===== config.mk =====
export PLATFORM = sky130hd
export DESIGN_NAME = emce_engine
export DESIGN_NICKNAME = d
export VERILOG_FILES = /design/src/common/emce_pkg.sv /design/src/core/emce_engine.sv /design/src/core/emce_crc16.sv
export SDC_FILE = /design/constraint.sdc
export NUM_CORES = 2
export LEC_CHECK = 0
export ABC_AREA = 1
export ABC_CLOCK_PERIOD_IN_PS = 3300
export BUFFER_PORTS_ARGS = -buffer_cell sky130_fd_sc_hd__buf_2
export CAP_MARGIN = 20
export CORE_UTILIZATION = 45
export CTS_BUF_LIST = sky130_fd_sc_hd__clkbuf_8
export DETAILED_ROUTE_END_ITERATION = 16
export PLACE_DENSITY = 0.65
export SYNTH_ARGS = -nofsm -noshare
export SYNTH_HDL_FRONTEND = slang
export SYNTH_SLANG_ARGS = --single-unit
export TNS_END_PERCENT = 1

===== constraint.sdc =====
create_clock -name core_clk -period 3.3 [get_ports core_clk]
set_input_delay 0.165 -clock core_clk [delete_from_list [all_inputs] [get_ports core_clk]]
set_output_delay 0.165 -clock core_clk [all_outputs]
set_load 0.1 [all_outputs]

===== src/common/emce_pkg.sv =====
// Purpose: Shared constants, types and states of the memory command engine
// Assumes: Slot decoding and bus reset detection are done by a bit-level front end
// Notes:   All multi-bit fields travel least significant bit first on the wire
package emce_pkg;

  ////////////////////////////////////////////////////////////////////////////
  // Command codes
  localparam logic [7:0] CMD_READ_MEM    = 8'hF0;
  localparam logic [7:0] CMD_EXT_READ    = 8'hA5;
  localparam logic [7:0] CMD_WRITE_MEM   = 8'h0F;
  localparam logic [7:0] CMD_WRITE_STAT  = 8'h55;

  ////////////////////////////////////////////////////////////////////////////
  // Memory geometry
  localparam int         DATA_BYTES      = 128;
  localparam int         STAT_BYTES      = 8;
  localparam logic [6:0] DATA_LAST_IDX   = 7'h7F;
  localparam logic [4:0] PAGE_LAST_OFS   = 5'h1F;
  localparam logic [2:0] REDIR_BASE      = 3'h1;
  localparam logic [2:0] STAT_SRAM_IDX   = 3'h7;
  localparam logic [3:0] DATA_ADDR_BITS  = 4'h7;
  localparam logic [7:0] ERASED_BYTE     = 8'hFF;
  localparam logic [15:0] ADDR_STEP      = 16'h0001;

  ////////////////////////////////////////////////////////////////////////////
  // Bit counting
  localparam logic [3:0] BYTE_LAST_BIT   = 4'h7;
  localparam logic [3:0] WORD_LAST_BIT   = 4'hF;
  localparam logic [3:0] CNT_STEP        = 4'h1;
  localparam logic [3:0] CNT_ZERO        = 4'h0;

  ////////////////////////////////////////////////////////////////////////////
  // CRC16, reflected form of x^16+x^15+x^2+1
  localparam logic [15:0] CRC_POLY_REFL  = 16'hA001;
  localparam logic [15:0] CRC_CLEAR      = 16'h0000;

  ////////////////////////////////////////////////////////////////////////////
  // Types
  typedef enum logic [3:0] {
    ST_CMD,
    ST_ADDR,
    ST_RD_DATA,
    ST_RD_CRC,
    ST_ONES,
    ST_XR_REDIR,
    ST_XR_HCRC,
    ST_XR_DATA,
    ST_XR_PCRC,
    ST_WR_DATA,
    ST_WR_CRC,
    ST_WR_PROG,
    ST_WR_VERIFY,
    ST_IGNORE
  } emce_state_e;

  // One bus time slot, as decoded by the front end
  typedef struct packed {
    logic valid;   // One-cycle pulse per slot
    logic isRead;  // 1: read slot, 0: write slot
    logic wrBit;   // Bit sent by the master in a write slot
  } emce_slot_s;

  // Answer to a read slot
  typedef struct packed {
    logic valid;
    logic bitVal;
  } emce_answer_s;

endpackage : emce_pkg


===== src/core/emce_engine.sv =====
// Purpose: Memory function command engine behind a single-wire slot front end
// Assumes: Slots, bus resets and programming pulses arrive as same-clock pulses
// Notes:   EPROM cells are modelled as registers that can only clear bits, except the top status byte
`timescale 1ns/1ps
`default_nettype none
module emce_engine
  import emce_pkg::*;
#(
  parameter int DATA_DEPTH = DATA_BYTES,
  parameter int STAT_DEPTH = STAT_BYTES
) (
  input  wire logic         core_clk,
  input  wire logic         reset,
  input  wire emce_slot_s   slot,
  input  wire logic         busReset,
  input  wire logic         progPulse,
  output emce_answer_s      answer,
  output logic              cmdActive
);

  ////////////////////////////////////////////////////////////////////////////
  // Helper functions

  // Status index of the redirection byte for the page holding an address
  function automatic logic [2:0] redirIdx(input logic [15:0] a);
    redirIdx = {1'b0, a[6:5]} + REDIR_BASE;
  endfunction : redirIdx

  // Counter step with wrap at the chosen last bit
  function automatic logic [3:0] cntNext(input logic [3:0] c, input logic [3:0] last);
    cntNext = (c == last) ? CNT_ZERO : c + CNT_STEP;
  endfunction : cntNext

  ////////////////////////////////////////////////////////////////////////////
  // State

  emce_state_e  state_r,   state_nxt;
  logic [3:0]   bitCnt_r,  bitCnt_nxt;
  logic [7:0]   cmd_r,     cmd_nxt;
  logic [15:0]  addr_r,    addr_nxt;
  logic [7:0]   scratch_r, scratch_nxt;
  logic         lastPage_r, lastPage_nxt;
  logic         ansBit_r,  ansBit_nxt;
  logic         ansVld_r,  ansVld_nxt;
  logic         active_r,  active_nxt;

  logic [7:0]   dataMem [DATA_DEPTH];
  logic [7:0]   statMem [STAT_DEPTH];

  // CRC generator hookup
  logic         crcClr;
  logic         crcLoad;
  logic [15:0]  crcLoadVal;
  logic         crcShift;
  logic         crcBit;
  logic [15:0]  crcVal;

  // Memory write strobes
  logic         dataWr;
  logic         statWr;
  logic [7:0]   dataWrVal;
  logic [7:0]   statWrVal;

  // Slot decoding and memory views
  logic         isRd;
  logic         isWr;
  logic         addrBit;
  logic         isStatCmd;
  logic [7:0]   dataByte;
  logic [7:0]   statByte;
  logic [7:0]   redirByte;
  logic [7:0]   verifyByte;
  logic [15:0]  addrInc;

  assign isRd       = slot.valid & slot.isRead;
  assign isWr       = slot.valid & ~slot.isRead;
  assign isStatCmd  = (cmd_r == CMD_WRITE_STAT);
  assign dataByte   = dataMem[addr_r[6:0]];
  assign statByte   = statMem[addr_r[2:0]];
  assign redirByte  = statMem[redirIdx(addr_r)];
  assign verifyByte = isStatCmd ? statByte : dataByte;
  assign addrInc    = addr_r + ADDR_STEP;
  // Upper address bits of a data write are dropped before they reach the CRC
  assign addrBit    = ((cmd_r == CMD_WRITE_MEM) && (bitCnt_r >= DATA_ADDR_BITS)) ? 1'b0 : slot.wrBit;

  emce_crc16 u_crc (
    .core_clk (core_clk),
    .reset    (reset),
    .clr      (crcClr),
    .load     (crcLoad),
    .loadVal  (crcLoadVal),
    .shiftEn  (crcShift),
    .shiftBit (crcBit),
    .crcVal   (crcVal)
  );

  ////////////////////////////////////////////////////////////////////////////
  // Command sequencer, next values
  always_comb begin
    state_nxt    = state_r;
    bitCnt_nxt   = bitCnt_r;
    cmd_nxt      = cmd_r;
    addr_nxt     = addr_r;
    scratch_nxt  = scratch_r;
    lastPage_nxt = lastPage_r;
    ansBit_nxt   = 1'b1;       // Idle or out-of-turn read slots see ones
    ansVld_nxt   = isRd;
    crcClr       = 1'b0;
    crcLoad      = 1'b0;
    crcLoadVal   = addrInc;
    crcShift     = 1'b0;
    crcBit       = 1'b0;
    dataWr       = 1'b0;
    statWr       = 1'b0;
    dataWrVal    = dataByte & scratch_r;
    // Top status byte is plain storage; its top bit never takes a write
    statWrVal    = (addr_r[2:0] == STAT_SRAM_IDX) ? {statByte[7], scratch_r[6:0]} : (statByte & scratch_r);

    case (state_r)
      ST_CMD: begin
        if (isWr) begin
          cmd_nxt    = {slot.wrBit, cmd_r[7:1]};
          crcShift   = 1'b1;
          crcBit     = slot.wrBit;
          bitCnt_nxt = cntNext(bitCnt_r, BYTE_LAST_BIT);
          if (bitCnt_r == BYTE_LAST_BIT) begin
            state_nxt = ST_ADDR;
          end
        end
      end
      ST_ADDR: begin
        if (isWr) begin
          addr_nxt   = {addrBit, addr_r[15:1]};
          crcShift   = 1'b1;
          crcBit     = addrBit;
          bitCnt_nxt = cntNext(bitCnt_r, WORD_LAST_BIT);
          if (bitCnt_r == WORD_LAST_BIT) begin
            // Unknown codes are parked until the next bus reset
            case (cmd_r)
              CMD_READ_MEM:   state_nxt = ST_RD_DATA;
              CMD_EXT_READ:   state_nxt = ST_XR_REDIR;
              CMD_WRITE_MEM:  state_nxt = ST_WR_DATA;
              CMD_WRITE_STAT: state_nxt = ST_WR_DATA;
              default:        state_nxt = ST_IGNORE;
            endcase
          end
        end
      end
      ST_RD_DATA: begin
        if (isRd) begin
          ansBit_nxt = dataByte[bitCnt_r[2:0]];
          crcShift   = 1'b1;
          crcBit     = dataByte[bitCnt_r[2:0]];
          bitCnt_nxt = cntNext(bitCnt_r, BYTE_LAST_BIT);
          if (bitCnt_r == BYTE_LAST_BIT) begin
            addr_nxt = addrInc;
            if (addr_r[6:0] == DATA_LAST_IDX) begin
              state_nxt = ST_RD_CRC;
            end
          end
        end
      end
      ST_RD_CRC: begin
        if (isRd) begin
          ansBit_nxt = ~crcVal[bitCnt_r];
          bitCnt_nxt = cntNext(bitCnt_r, WORD_LAST_BIT);
          if (bitCnt_r == WORD_LAST_BIT) begin
            state_nxt = ST_ONES;
          end
        end
      end
      ST_XR_REDIR: begin
        if (isRd) begin
          ansBit_nxt = redirByte[bitCnt_r[2:0]];
          crcShift   = 1'b1;
          crcBit     = redirByte[bitCnt_r[2:0]];
          bitCnt_nxt = cntNext(bitCnt_r, BYTE_LAST_BIT);
          if (bitCnt_r == BYTE_LAST_BIT) begin
            state_nxt = ST_XR_HCRC;
          end
        end
      end
      ST_XR_HCRC: begin
        if (isRd) begin
          ansBit_nxt = ~crcVal[bitCnt_r];
          bitCnt_nxt = cntNext(bitCnt_r, WORD_LAST_BIT);
          if (bitCnt_r == WORD_LAST_BIT) begin
            crcClr    = 1'b1;
            state_nxt = ST_XR_DATA;
          end
        end
      end
      ST_XR_DATA: begin
        if (isRd) begin
          ansBit_nxt = dataByte[bitCnt_r[2:0]];
          crcShift   = 1'b1;
          crcBit     = dataByte[bitCnt_r[2:0]];
          bitCnt_nxt = cntNext(bitCnt_r, BYTE_LAST_BIT);
          if (bitCnt_r == BYTE_LAST_BIT) begin
            addr_nxt = addrInc;
            if (addr_r[4:0] == PAGE_LAST_OFS) begin
              lastPage_nxt = (addr_r[6:0] == DATA_LAST_IDX);
              state_nxt    = ST_XR_PCRC;
            end
          end
        end
      end
      ST_XR_PCRC: begin
        if (isRd) begin
          ansBit_nxt = ~crcVal[bitCnt_r];
          bitCnt_nxt = cntNext(bitCnt_r, WORD_LAST_BIT);
          if (bitCnt_r == WORD_LAST_BIT) begin
            crcClr    = 1'b1;
            state_nxt = lastPage_r ? ST_ONES : ST_XR_REDIR;
          end
        end
      end
      ST_WR_DATA: begin
        if (isWr) begin
          scratch_nxt = {slot.wrBit, scratch_r[7:1]};
          crcShift    = 1'b1;
          crcBit      = slot.wrBit;
          bitCnt_nxt  = cntNext(bitCnt_r, BYTE_LAST_BIT);
          if (bitCnt_r == BYTE_LAST_BIT) begin
            state_nxt = ST_WR_CRC;
          end
        end
      end
      ST_WR_CRC: begin
        if (isRd) begin
          ansBit_nxt = ~crcVal[bitCnt_r];
          bitCnt_nxt = cntNext(bitCnt_r, WORD_LAST_BIT);
          if (bitCnt_r == WORD_LAST_BIT) begin
            state_nxt = ST_WR_PROG;
          end
        end
      end
      ST_WR_PROG: begin
        // No CRC verdict exists here; the pulse alone commits the byte
        if (progPulse) begin
          dataWr    = ~isStatCmd;
          statWr    = isStatCmd;
          state_nxt = ST_WR_VERIFY;
        end
      end
      ST_WR_VERIFY: begin
        if (isRd) begin
          ansBit_nxt = verifyByte[bitCnt_r[2:0]];
          bitCnt_nxt = cntNext(bitCnt_r, BYTE_LAST_BIT);
          if (bitCnt_r == BYTE_LAST_BIT) begin
            addr_nxt  = addrInc;
            crcLoad   = 1'b1;
            state_nxt = ST_WR_DATA;
          end
        end
      end
      ST_ONES: begin
        // Answer stays one until the next bus reset
      end
      ST_IGNORE: begin
      end
      default: begin
        state_nxt = ST_CMD;
      end
    endcase

    // Bus reset wins over state, count, CRC and writes; a read slot this cycle still gets its bit
    if (busReset) begin
      state_nxt    = ST_CMD;
      bitCnt_nxt   = CNT_ZERO;
      crcClr       = 1'b1;
      crcLoad      = 1'b0;
      crcShift     = 1'b0;
      lastPage_nxt = 1'b0;
      dataWr       = 1'b0;
      statWr       = 1'b0;
    end
    active_nxt = (state_nxt != ST_CMD) || (bitCnt_nxt != CNT_ZERO);
  end

  ////////////////////////////////////////////////////////////////////////////
  // Sequencer registers
  always_ff @(posedge core_clk) begin
    if (reset) begin
      state_r    <= ST_CMD;
      bitCnt_r   <= CNT_ZERO;
      cmd_r      <= 8'h00;
      addr_r     <= 16'h0000;
      scratch_r  <= ERASED_BYTE;
      lastPage_r <= 1'b0;
      ansBit_r   <= 1'b1;
      ansVld_r   <= 1'b0;
      active_r   <= 1'b0;
    end else begin
      state_r    <= state_nxt;
      bitCnt_r   <= bitCnt_nxt;
      cmd_r      <= cmd_nxt;
      addr_r     <= addr_nxt;
      scratch_r  <= scratch_nxt;
      lastPage_r <= lastPage_nxt;
      ansBit_r   <= ansBit_nxt;
      ansVld_r   <= ansVld_nxt;
      active_r   <= active_nxt;
    end
  end

  ////////////////////////////////////////////////////////////////////////////
  // EPROM arrays; reset stands in for a fresh, erased part
  always_ff @(posedge core_clk) begin
    if (reset) begin
      for (int i = 0; i < DATA_DEPTH; i++) begin
        dataMem[i] <= ERASED_BYTE;
      end
      for (int j = 0; j < STAT_DEPTH; j++) begin
        statMem[j] <= ERASED_BYTE;
      end
    end else begin
      if (dataWr) begin
        dataMem[addr_r[6:0]] <= dataWrVal;
      end
      if (statWr) begin
        statMem[addr_r[2:0]] <= statWrVal;
      end
    end
  end

  assign answer.valid  = ansVld_r;
  assign answer.bitVal = ansBit_r;
  assign cmdActive     = active_r;

endmodule : emce_engine
`default_nettype wire


===== src/core/emce_crc16.sv =====
// Purpose: Serial CRC16 generator with clear, preload and one-bit shift
// Assumes: Clear beats preload, preload beats shift
// Notes:   Remainder is kept uninverted; the engine inverts on output
`timescale 1ns/1ps
`default_nettype none
module emce_crc16
  import emce_pkg::*;
(
  input  wire logic        core_clk,
  input  wire logic        reset,
  input  wire logic        clr,
  input  wire logic        load,
  input  wire logic [15:0] loadVal,
  input  wire logic        shiftEn,
  input  wire logic        shiftBit,
  output logic      [15:0] crcVal
);

  logic [15:0] crc_r;
  logic [15:0] crc_nxt;
  logic        feedback;

  // Next remainder, LSB-first shifting
  always_comb begin
    feedback = crc_r[0] ^ shiftBit;
    crc_nxt  = crc_r;
    if (clr) begin
      crc_nxt = CRC_CLEAR;
    end else if (load) begin
      crc_nxt = loadVal;
    end else if (shiftEn) begin
      crc_nxt = {1'b0, crc_r[15:1]} ^ (feedback ? CRC_POLY_REFL : CRC_CLEAR);
    end
  end

  always_ff @(posedge core_clk) begin
    if (reset) begin
      crc_r <= CRC_CLEAR;
    end else begin
      crc_r <= crc_nxt;
    end
  end

  assign crcVal = crc_r;

endmodule : emce_crc16
`default_nettype wire


==> metrics.txt <==
status completed; Worst Hold Margin 0.185 ns; pre-CTS setup slack approximately 0.020 ns; vias per cell ~5.6; Async SR Flop Fraction 0%; clock buffer depth 3; top cells by area, synth edfxtp_1, nand2_1, nand3_1; fin. max-slew vios 0; Post-Route WL 162 mm; min Tclk post-route between 3 and 4 ns; top post-synthesis cells by count nand2_1, edfxtp_1, nand3_1; Yosys reg bits 1,155; Leak Pwr 20.2 nW; Final WS setup roughly 0.082 ns; core footprint 120,000 um2; HPWL Detailed 102 mm; delay-heaviest family, CP simple AND/OR/NAND/NOR gates; fin crit share 97.5%; Synth top area share 60.2%; slew margin rel. 40.9%; gpl congestion 0.925; Hold Path Class in -> reg; CP max stage delay 0.45 ns; Setup violations, final 0; Final Power 28.4 mW; GRT Resource Usage Total about a quarter; Nets about 6,100; ys flop type edfxtp_1; HP Start slot[0]; Rows 127; Post-synth EDFFs 1,088; htree depth 4; Die Span X 349 um; VDD IR max just under 0.3 mV; Pwr per Cell Area 455 nW/um2; CP Capture Type flip-flop; Num CTS Buffers 189; post-synthesis cell type count 38; post-route ant nets 0; I/O pin count 10; largest fanout on the critical path 17; RSZ-0062 raised after global routing yes; critical setup path kind reg -> reg; Vias roughly 44,000; TritonRoute pass-1 iters 6; DR DRC count 0; Skew-Pair Late Insertion Delay roughly 0.93 ns; Worst-path clk slew 0.06 ns; setup TNS 0 ns; CP startpoint kind flip-flop; gr ovfl total 0; Req. time, crit path 4.11 ns; largest net degree at the start of global routing 66; initial core utilization 45.3%; CTS Sinks 1,155; Worst path most repeated cell nand2_1; first-pass GRT wire length about 240 mm; max-cap violations 0; initial antenna violation count 2; Synth Instances 5,873; die area 122,000 um2; vias in the first global route 41,644; syn_nets 5,888; Layout Skew 0.0436 ns; Synth Warn # 0; post-synthesis sequential area ratio roughly 63%; Avg Cell Area, Syn 9.25 um2; number of DRC markers in iteration 0 5,205; Bufs and invs on worst path 4; Die Ht between 300 and 400 um; Area Overhead vs Synth 15.0%; dominant cell by count in the synthesized netlist nand2_1; Crit-path slowest cell dfxtp_4; fmax around 0.31 GHz; Final Hold Fails 0; root cell of the clock tree clkbuf_8; TritonCTS clock tree built; Arr. time, crit path 4.03 ns; layout cells sized above 1 between 10% and 20%; worst slew pin tran roughly 0.9 ns; synthesized cell area 54,300 um2; port bufs 9; largest area contributor in the netlist edfxtp_1; Routed WL per cell 20.6 um
==> final timing paths <==
kind	end	slack [ns]	depth (start not counted)
max reg2reg	u_crc.crcVal[13]	0.08	25
min reg2reg	u_crc.crcVal[4]	0.47	2
max	u_crc.crcVal[13]	0.08	25
min	cmd_r[7]	0.18	4
==> timing repair <==
item | CTS | global route
setup endpoints to repair | 0 | 85
endpoints found under the hold margin | 52 | 0
hold buffers | 9 | 0
buffers inserted | 0 | 9
gates resized for setup | 0 | 39
==> tightest hold or removal path, cell delays in order <==
cell and delay [ns]:
dlygate4sd3_1 0.52, buf_2 0.18, o21ai_0 0.10, a21oi_1 0.10
==> cell usage in the layout, fill, tap and decap left out, drive strengths merged, types with 3 or more instances in the layout <==
cell type,netlist,layout
bufinv,0,6
o221ai,5,5
nor2,295,295
buf,207,436
nand4,8,8
ha,8,8
clkinvlp,0,6
edfxtp,1088,1088
inv,138,201
a221oi,5,5
dlygate4sd3,0,9
o211ai,11,11
dfxtp,67,67
nand2,2368,2368
nand3,1003,1003
xor2,9,9
a21oi,67,67
clkbuf,233,199
o21ai,291,291
o22ai,16,16
nor3,13,13
nor4,3,3
a31oi,22,22
clkinv,4,86
==> stage by stage <==
| stage | utilization (%) | cells | area (um2) |
|---|---|---|---|
| after detailed placement | 48.7 | 7472 | 58400 |
| after global routing | 52.1 | 7848 | 62500 |
| final | 52.1 | 7848 | 62500 |
| after CTS | 51.7 | 7828 | 62000 |
| after floorplan | - | 5873 | 54300 |
| after global placement | 48.7 | 7472 | 58400 |
==> report_power, final <==
part,switching [mW],internal [mW],total [mW]
logic,0.389,0.166,0.555
clock network,5.97,5.91,11.9
registers,0.0109,16.0,16.0
total,6.37,22.0,28.4
==> flip-flops by register name, summed over array words and instances, names as in the netlist, 4 cells and up, named ones only <==
register and flops:
state_r 4, bitCnt_r 4, scratch_r 8, u_crc.crcVal 16
cmd_r 8, statMem 64, dataMem 1024, addr_r 16
==> area by class of cell <==
type / count / area [um2]
fillers: 10842 / 57400
flip-flops and latches: 1155 / 34000
multi-input cells: 4136 / 17800
repair buffers: 453 / 4510
clock buffers: 191 / 2630
well taps: 1612 / 2020
clock inverters: 156 / 890
inverters: 142 / 581
repair inverters: 1 / 11.3
diodes: 2 / 5.00
==> per-layer routing <==
| layer | global-route usage, % | part of all wire [%] |
|---|---|---|
| met5 | 0 | 0 |
| met4 | 10.2 | 3.7 |
| met3 | 4.77 | 9.0 |
| met2 | 42.3 | 47 |
| met1 | 34.1 | 40 |
==> cell families (layout without fill, tap and decap cells) <==
logic type | count (synthesis) | in the layout | synth area share (%)
XOR/XNOR | 10 | 10 | 0.161
AO/OA/AOI/OAI | 426 | 426 | 4.19
AND/OR/NAND/NOR | 3692 | 3692 | 27.9
other | 0 | 2 | 0
buffers and inverters | 582 | 943 | 4.90
flip-flops | 1155 | 1155 | 62.6
adder cells (fa/ha/maj) | 8 | 8 | 0.184
Power figures use the tool's default switching activity.
